<file path="src/rtl/plm_pkg.sv">
// Functional notes
// Regulator 2 enable code: off, on, on while pin low, on while pin high.
// Regulator 2 discharges passively only while off and its discharge bit set.
// Regulator 2 mode bit: 0 linear regulator, 1 load switch.
// Regulator 1 mode bit, bit 0 of its config: 0 linear, 1 switch.
// Monitor off: pulldown when float bit is 0, high impedance when 1.
// Three-bit select routes one rail to the monitor; code 000 disables it.
// Aux output drive code 00 pulls up statically, 01 pulls down statically.
// Drive code 10 follows the control pin, 11 follows its inverse.
// Pull structure: 00 none, 01 down only, 10 up only, 11 push-pull.
// Command writes: power-off code, hard-reset code, separate soft-reset code.
// Regulator 2 voltage is a six-bit code in bits 5..0; upper bits unused.
// Pin-controlled outputs track the control pin level without any new write.
package plm_pkg;
    // ------------------------------------------------------------
    // Register indices and byte addresses
    // ------------------------------------------------------------
    localparam logic [7:0] IDX_REG1_CFG = 8'h09;
    localparam logic [7:0] IDX_REG2_VOLT = 8'h0A;
    localparam logic [7:0] IDX_REG2_CFG = 8'h0B;
    localparam logic [7:0] IDX_MON_CFG = 8'h0C;
    localparam logic [7:0] IDX_AUX_CFG = 8'h0D;
    localparam logic [7:0] IDX_PWR_CMD = 8'h0E;
    localparam logic [9:0] ADDR_REG1_CFG = {IDX_REG1_CFG, 2'h0};
    localparam logic [9:0] ADDR_REG2_VOLT = {IDX_REG2_VOLT, 2'h0};
    localparam logic [9:0] ADDR_REG2_CFG = {IDX_REG2_CFG, 2'h0};
    localparam logic [9:0] ADDR_MON_CFG = {IDX_MON_CFG, 2'h0};
    localparam logic [9:0] ADDR_AUX_CFG = {IDX_AUX_CFG, 2'h0};
    localparam logic [9:0] ADDR_PWR_CMD = {IDX_PWR_CMD, 2'h0};
    // ------------------------------------------------------------
    // Writable bit masks and reset values
    // ------------------------------------------------------------
    localparam logic [7:0] MASK_REG1_CFG = 8'hF1;
    localparam logic [7:0] MASK_REG2_VOLT = 8'h3F;
    localparam logic [7:0] MASK_REG2_CFG = 8'hE1;
    localparam logic [7:0] MASK_MON_CFG = 8'h0F;
    localparam logic [7:0] MASK_AUX_CFG = 8'hC3;
    localparam logic [7:0] MASK_PWR_CMD = 8'hFF;
    localparam logic [7:0] RST_VALUE = 8'h00;
    localparam logic [7:0] RDATA_UNMAPPED = 8'h00;
    // ------------------------------------------------------------
    // Field positions
    // ------------------------------------------------------------
    localparam int EN_HI = 7;
    localparam int EN_LO = 6;
    localparam int PDSC_BIT = 5;
    localparam int ADSC_BIT = 4;
    localparam int MODE_BIT = 0;
    localparam int VOLT_HI = 5;
    localparam int MON_FLOAT_BIT = 3;
    localparam int MON_SEL_HI = 2;
    localparam int PULL_HI = 1;
    // ------------------------------------------------------------
    // Codes
    // ------------------------------------------------------------
    localparam logic [1:0] EN_OFF = 2'h0;
    localparam logic [1:0] EN_ON = 2'h1;
    localparam logic [1:0] EN_PIN_LOW = 2'h2;
    localparam logic [1:0] EN_PIN_HIGH = 2'h3;
    localparam logic [1:0] DRV_UP = 2'h0;
    localparam logic [1:0] DRV_DOWN = 2'h1;
    localparam logic [1:0] DRV_PIN = 2'h2;
    localparam logic [1:0] DRV_PIN_INV = 2'h3;
    localparam logic [2:0] MON_OFF = 3'h0;
    localparam logic [7:0] CMD_POWER_OFF = 8'hB2;
    localparam logic [7:0] CMD_HARD_RESET = 8'hC3;
    localparam logic [7:0] CMD_SOFT_RESET = 8'hA5;
endpackage

</file>
<file path="src/rtl/plm_regs.sv">
// Design decision made here: the address-and-strobe port.
`timescale 1ns/1ps
module plm_regs (
    // Clock and reset
    input wire logic clk,
    input wire logic srst,
    // Register port
    input wire logic [9:0] addr,
    input wire logic [7:0] wdata,
    input wire logic wr,
    input wire logic rd,
    output logic [7:0] rdata_r,
    // Control pin from outside
    input wire logic aux_control_pin,
    // Regulator 1 controls
    output logic [1:0] reg1_on_control_r,
    output logic reg1_off_discharge_r,
    output logic reg1_active_discharge_r,
    output logic reg1_switch_select_r,
    // Regulator 2 controls
    output logic reg2_on_r,
    output logic reg2_discharge_r,
    output logic reg2_switch_select_r,
    output logic [5:0] reg2_voltage_code_r,
    // Monitor mux
    output logic monitor_enable_r,
    output logic [2:0] monitor_rail_select_r,
    output logic monitor_pulldown_r,
    // Aux output drivers
    output logic aux_pull_up_r,
    output logic aux_pull_down_r,
    // Power command strobes
    output logic power_off_r,
    output logic hard_reset_r,
    output logic soft_reset_r
);
    // ------------------------------------------------------------
    // Pin synchroniser
    // ------------------------------------------------------------
    logic pin_meta_r;
    logic pin_sync_r;

    always_ff @(posedge clk) begin
        if (srst) begin
            pin_meta_r <= 1'b0;
            pin_sync_r <= 1'b0;
        end else begin
            pin_meta_r <= aux_control_pin;
            pin_sync_r <= pin_meta_r;
        end
    end

    // ------------------------------------------------------------
    // Register storage
    // ------------------------------------------------------------
    logic [7:0] reg1_cfg_r;
    logic [7:0] reg2_volt_r;
    logic [7:0] reg2_cfg_r;
    logic [7:0] mon_cfg_r;
    logic [7:0] aux_cfg_r;
    logic [7:0] pwr_cmd_r;
    logic cmd_wr;

    assign cmd_wr = wr && (addr == plm_pkg::ADDR_PWR_CMD);

    // Unused bits are masked at write so they always read zero
    always_ff @(posedge clk) begin
        if (srst) begin
            reg1_cfg_r <= plm_pkg::RST_VALUE;
            reg2_volt_r <= plm_pkg::RST_VALUE;
            reg2_cfg_r <= plm_pkg::RST_VALUE;
            mon_cfg_r <= plm_pkg::RST_VALUE;
            aux_cfg_r <= plm_pkg::RST_VALUE;
            pwr_cmd_r <= plm_pkg::RST_VALUE;
        end else if (wr) begin
            unique case (addr)
                plm_pkg::ADDR_REG1_CFG: begin
                    reg1_cfg_r <= wdata & plm_pkg::MASK_REG1_CFG;
                end
                plm_pkg::ADDR_REG2_VOLT: begin
                    reg2_volt_r <= wdata & plm_pkg::MASK_REG2_VOLT;
                end
                plm_pkg::ADDR_REG2_CFG: begin
                    reg2_cfg_r <= wdata & plm_pkg::MASK_REG2_CFG;
                end
                plm_pkg::ADDR_MON_CFG: begin
                    mon_cfg_r <= wdata & plm_pkg::MASK_MON_CFG;
                end
                plm_pkg::ADDR_AUX_CFG: begin
                    aux_cfg_r <= wdata & plm_pkg::MASK_AUX_CFG;
                end
                plm_pkg::ADDR_PWR_CMD: begin
                    pwr_cmd_r <= wdata & plm_pkg::MASK_PWR_CMD;
                end
                default: begin
                end
            endcase
        end
    end

    // ------------------------------------------------------------
    // Read port
    // ------------------------------------------------------------
    always_ff @(posedge clk) begin
        if (srst) begin
            rdata_r <= plm_pkg::RDATA_UNMAPPED;
        end else if (rd) begin
            unique case (addr)
                plm_pkg::ADDR_REG1_CFG: rdata_r <= reg1_cfg_r;
                plm_pkg::ADDR_REG2_VOLT: rdata_r <= reg2_volt_r;
                plm_pkg::ADDR_REG2_CFG: rdata_r <= reg2_cfg_r;
                plm_pkg::ADDR_MON_CFG: rdata_r <= mon_cfg_r;
                plm_pkg::ADDR_AUX_CFG: rdata_r <= aux_cfg_r;
                plm_pkg::ADDR_PWR_CMD: rdata_r <= pwr_cmd_r;
                default: rdata_r <= plm_pkg::RDATA_UNMAPPED;
            endcase
        end else begin
            rdata_r <= plm_pkg::RDATA_UNMAPPED;
        end
    end

    // ------------------------------------------------------------
    // Regulator decode
    // ------------------------------------------------------------
    logic [1:0] reg2_en;
    logic reg2_on_nxt;

    assign reg2_en = reg2_cfg_r[plm_pkg::EN_HI:plm_pkg::EN_LO];

    // Re-evaluated every cycle so the pin is tracked continuously
    always_comb begin
        unique case (reg2_en)
            plm_pkg::EN_OFF: reg2_on_nxt = 1'b0;
            plm_pkg::EN_ON: reg2_on_nxt = 1'b1;
            plm_pkg::EN_PIN_LOW: reg2_on_nxt = ~pin_sync_r;
            plm_pkg::EN_PIN_HIGH: reg2_on_nxt = pin_sync_r;
        endcase
    end

    always_ff @(posedge clk) begin
        if (srst) begin
            reg2_on_r <= 1'b0;
            reg2_discharge_r <= 1'b0;
        end else begin
            reg2_on_r <= reg2_on_nxt;
            // Never discharge a live rail
            reg2_discharge_r <= reg2_cfg_r[plm_pkg::PDSC_BIT] & ~reg2_on_nxt;
        end
    end

    // Regulator 1 enable encoding is passed through undecoded
    always_ff @(posedge clk) begin
        if (srst) begin
            reg1_on_control_r <= 2'h0;
            reg1_off_discharge_r <= 1'b0;
            reg1_active_discharge_r <= 1'b0;
            reg1_switch_select_r <= 1'b0;
            reg2_switch_select_r <= 1'b0;
            reg2_voltage_code_r <= 6'h00;
        end else begin
            reg1_on_control_r <= reg1_cfg_r[plm_pkg::EN_HI:plm_pkg::EN_LO];
            reg1_off_discharge_r <= reg1_cfg_r[plm_pkg::PDSC_BIT];
            reg1_active_discharge_r <= reg1_cfg_r[plm_pkg::ADSC_BIT];
            reg1_switch_select_r <= reg1_cfg_r[plm_pkg::MODE_BIT];
            reg2_switch_select_r <= reg2_cfg_r[plm_pkg::MODE_BIT];
            reg2_voltage_code_r <= reg2_volt_r[plm_pkg::VOLT_HI:0];
        end
    end

    // ------------------------------------------------------------
    // Monitor mux
    // ------------------------------------------------------------
    logic [2:0] mon_sel;
    logic mon_on;

    assign mon_sel = mon_cfg_r[plm_pkg::MON_SEL_HI:0];
    assign mon_on = (mon_sel != plm_pkg::MON_OFF);

    always_ff @(posedge clk) begin
        if (srst) begin
            monitor_enable_r <= 1'b0;
            monitor_rail_select_r <= plm_pkg::MON_OFF;
            monitor_pulldown_r <= 1'b0;
        end else begin
            monitor_enable_r <= mon_on;
            monitor_rail_select_r <= mon_sel;
            monitor_pulldown_r <= ~mon_on & ~mon_cfg_r[plm_pkg::MON_FLOAT_BIT];
        end
    end

    // ------------------------------------------------------------
    // Aux output driver
    // ------------------------------------------------------------
    logic [1:0] aux_drv;
    logic [1:0] aux_pull;
    logic aux_want_up;

    assign aux_drv = aux_cfg_r[plm_pkg::EN_HI:plm_pkg::EN_LO];
    assign aux_pull = aux_cfg_r[plm_pkg::PULL_HI:0];

    always_comb begin
        unique case (aux_drv)
            plm_pkg::DRV_UP: aux_want_up = 1'b1;
            plm_pkg::DRV_DOWN: aux_want_up = 1'b0;
            plm_pkg::DRV_PIN: aux_want_up = pin_sync_r;
            plm_pkg::DRV_PIN_INV: aux_want_up = ~pin_sync_r;
        endcase
    end

    // Pull field gates which of the two drivers may act
    always_ff @(posedge clk) begin
        if (srst) begin
            aux_pull_up_r <= 1'b0;
            aux_pull_down_r <= 1'b0;
        end else begin
            aux_pull_up_r <= aux_want_up & aux_pull[1];
            aux_pull_down_r <= ~aux_want_up & aux_pull[0];
        end
    end

    // ------------------------------------------------------------
    // Power command
    // ------------------------------------------------------------
    // Unknown codes are stored for readback but trigger nothing
    always_ff @(posedge clk) begin
        if (srst) begin
            power_off_r <= 1'b0;
            hard_reset_r <= 1'b0;
            soft_reset_r <= 1'b0;
        end else begin
            power_off_r <= cmd_wr && (wdata == plm_pkg::CMD_POWER_OFF);
            hard_reset_r <= cmd_wr && (wdata == plm_pkg::CMD_HARD_RESET);
            soft_reset_r <= cmd_wr && (wdata == plm_pkg::CMD_SOFT_RESET);
        end
    end
endmodule

</file>
<file path="config.mk">
export PLATFORM = sky130hd
export DESIGN_NAME = plm_regs
export DESIGN_NICKNAME = d
export VERILOG_FILES = /design/src/rtl/plm_pkg.sv /design/src/rtl/plm_regs.sv
export SDC_FILE = /design/constraint.sdc
export NUM_CORES = 1
export LEC_CHECK = 0
export ABC_CLOCK_PERIOD_IN_PS = 3200
export BUFFER_PORTS_ARGS = -buffer_cell sky130_fd_sc_hd__buf_2
export CAP_MARGIN = 30
export CORE_ASPECT_RATIO = 1.25
export CORE_UTILIZATION = 56
export CTS_CLUSTER_SIZE = 8
export DETAILED_ROUTE_END_ITERATION = 16
export PLACE_DENSITY = 0.83
export RECOVER_POWER = 50
export SLEW_MARGIN = 15
export SYNTH_ARGS = -nofsm -noshare
export SYNTH_HDL_FRONTEND = slang
export SYNTH_SLANG_ARGS = --single-unit
</file>
<file path="constraint.sdc">
create_clock -name clk -period 3.2 [get_ports clk]
set_input_delay 0.16 -clock clk [delete_from_list [all_inputs] [get_ports clk]]
set_output_delay 0.16 -clock clk [all_outputs]
set_load 0.02 [all_outputs]
</file>
==> impl_metrics.env <==
export IMPL_outcome="finished clean"
export IMPL_synth_distinct_cells=34
export IMPL_instances_no_fill=350
export IMPL_ys_top_cells_by_count="65 x dfxtp_1, 26 x nor2b_1, 21 x nor2_1"
export IMPL_cp_required_ps=3420
export IMPL_fillers=329
export IMPL_via_count=1898
export IMPL_min_from="aux_control_pin"
export IMPL_max_freq_mhz=535.3
export IMPL_critPathArrivalTime_ps=2090
export IMPL_path_max_fanout=27
export IMPL_ant_nets=0
export IMPL_path_common_cell="clkbuf_1"
export IMPL_drive_above_1_share_pct=16.67
export IMPL_yosysSeqAreaShare_pct=54.11
export IMPL_design_core_area_um2=4099
export IMPL_synth_main_ff_cell="dfxtp_1"
export IMPL_grt_pass1_wl_mm=8.211
export IMPL_final_setup_tns_ps=0
export IMPL_setup_viol=0
export IMPL_hp_class="input pin to register"
export IMPL_track_usage_pct=25.71
export IMPL_clkTransAtPathRegs_ps=60
export IMPL_dp_final_hpwl_mm=3.531
export IMPL_placedCellCount=335
export IMPL_fin_skew_ps=5.040
export IMPL_cts_tree="yes"
export IMPL_path_class="input pin to register"
export IMPL_ctsResizeCount=0
export IMPL_ys_seq_elements=65
export IMPL_grt_pass1_vias=1771
export IMPL_ys_top_cells_by_area="dfxtp_1 54%, mux2i_1 7.1%, nor2b_1 6.8%, o21ai_0 3.3%, nor2_1 3.3%"
export IMPL_drv_cap=0
export IMPL_initial_core_util_pct=58.67
export IMPL_clkLatencyLatePin_ps=340
export IMPL_cp_slowest_stage_delay_ps=780
export IMPL_worstPathCellList="clkbuf_1, clkbuf_1, nand2b_1, o21ai_0"
export IMPL_fin_crit_ps=1868
export IMPL_cts_sink_count=65
export IMPL_syn_inst=234
export IMPL_yosys_area_top_type_share_pct=54.11
export IMPL_syn2layout_area_growth_pct=18.68
export IMPL_critPathLaunchType="input pin"
export IMPL_reg2reg_from="mon_cfg_r[0]"
export IMPL_async_flop_share_pct=0
export IMPL_synth_area_per_cell_um2=10.28
export IMPL_max_slew_margin_pct=30.08
export IMPL_antenna_found_initial=0
export IMPL_nNetsFinal=313
export IMPL_grt_setup_unrepaired="false"
export IMPL_ctsLongestPathBuffers=2
export IMPL_syn_nets=257
export IMPL_die_area_um2=4562
export IMPL_powerDensity_nw_per_um2=527.3
export IMPL_via_per_inst=5.423
export IMPL_cts_root_buf="clkbuf_8"
export IMPL_yosysWarnings=0
export IMPL_htreeDepth=3
export IMPL_drc=0
export IMPL_dieWidth_um=60.61
export IMPL_row_count=26
export IMPL_drtPass1Iterations=4
export IMPL_syn_cell_area_um2=2405
export IMPL_cp_num_buf_inv=2
export IMPL_power_uw=1505
export IMPL_cts_setup_buffers=0
export IMPL_drt_wl_total_mm=5.263
export IMPL_critPathLaunch="srst"
export IMPL_wl_per_cell_um=15.04
export IMPL_critPathSlowestCell="clkbuf_1"
export IMPL_drtIter0Drc=90
export IMPL_finalHoldViolCount=0
export IMPL_vdd_drop_max_uv=331.6
export IMPL_tightest_slew_ps=1049
export IMPL_synth_edf_count=0
export IMPL_numCtsBuffers=9
export IMPL_synth_top_area_cell="dfxtp_1"
export IMPL_io_pins=55
export IMPL_cellLeakagePower_uw=0.001181
export IMPL_cp_top_family="buffers and inverters"
export IMPL_final_max_slew_viol_count=0
export IMPL_gp_congestion=0.8679
export IMPL_grt_max_degree=28
export IMPL_end_kind="register"
export IMPL_period_share_pct=58.38
export IMPL_io_buffers=54
export IMPL_synth_most_common_cell="dfxtp_1"
export IMPL_cts_hold_buf=0
export IMPL_die_h_um=75.27
export IMPL_insertedDiodeCount=0
export IMPL_grt_overflow=0
==> per-stage QoR <==
step           area [µm²]  hold slack (ps)  utilization [%]  setup WS, ps
4_1_cts              2894            34.96            70.60          1811
5_1_grt              2854            40.61            69.63          1147
3_5_place_dp         2714            381.0            66.21          1449
2_1_floorplan        2405            236.4                -          1866
6_report             2854            35.42            69.63          1332
3_3_place_gp         2714            373.0            66.21          1518
==> state kept, by name (all words and copies together), names as in the netlist, 2 cells and up <==
name / count
pwr_cmd_r: 8
rdata_r: 8
reg2_volt_r: 6
reg2_voltage_code_r: 6
reg1_cfg_r: 5
aux_cfg_r: 4
mon_cfg_r: 4
reg2_cfg_r: 4
monitor_rail_select_r: 3
reg1_on_control_r: 2
==> layout by cell type, fill, tap and decap left out, types with 4 or more instances in the layout <==
cell type / netlist / final
a22oi_1: 6 / 6
buf_2: 1 / 25
clkbuf_1: 9 / 30
clkbuf_8: 0 / 12
dfxtp_1: 65 / 65
mux2_2: 4 / 4
mux2i_1: 17 / 17
nand2_1: 13 / 13
nand2b_1: 7 / 7
nand3b_1: 8 / 8
nand4_1: 4 / 4
nor2_1: 21 / 21
nor2b_1: 26 / 26
nor3_1: 4 / 4
o21ai_0: 16 / 16
==> final cells by class <==
cell class | count | area (µm²) | share of cell area (%)
sequential | 65 | 1301 | 45.59
tap | 56 | 70.07 | 2.455
timing repair buffer | 55 | 237.7 | 8.330
clock buffer | 12 | 165.2 | 5.787
clock inverter | 3 | 15.01 | 0.5261
multi-input combinational | 159 | 1065 | 37.31
==> power by group <==
group	internal, µW	leakage (µW)	switching, µW
Combinational	23.3	0.000559	45.3
Clock	336	0.0000980	289
Sequential	811	0.000524	0.766
Total	1170	0.00118	335
==> per-layer routing <==
metal	track usage, %	share of wire [%]
met3	7.732	5.3
met5	0	0
met1	31.23	43
met2	39.44	48
met4	16.41	3.9
==> path summary, 6_finish.rpt <==
kind | end | slack (ps) | cells past startpoint
setup reg to reg | monitor_pulldown_r | 2220 | 2
hold reg to reg | pin_sync_r | 470 | 1
setup / recovery | reg2_volt_r[1] | 1330 | 4
hold / removal | pin_meta_r | 40 | 2
==> logic make-up after synthesis <==
family	synth area share, %
compound gates	8.898
xor+xnor	0.7285
buf+inv	1.613
flops	54.11
mux	8.949
simple gates	25.70
Power figures use the tool's default switching activity.
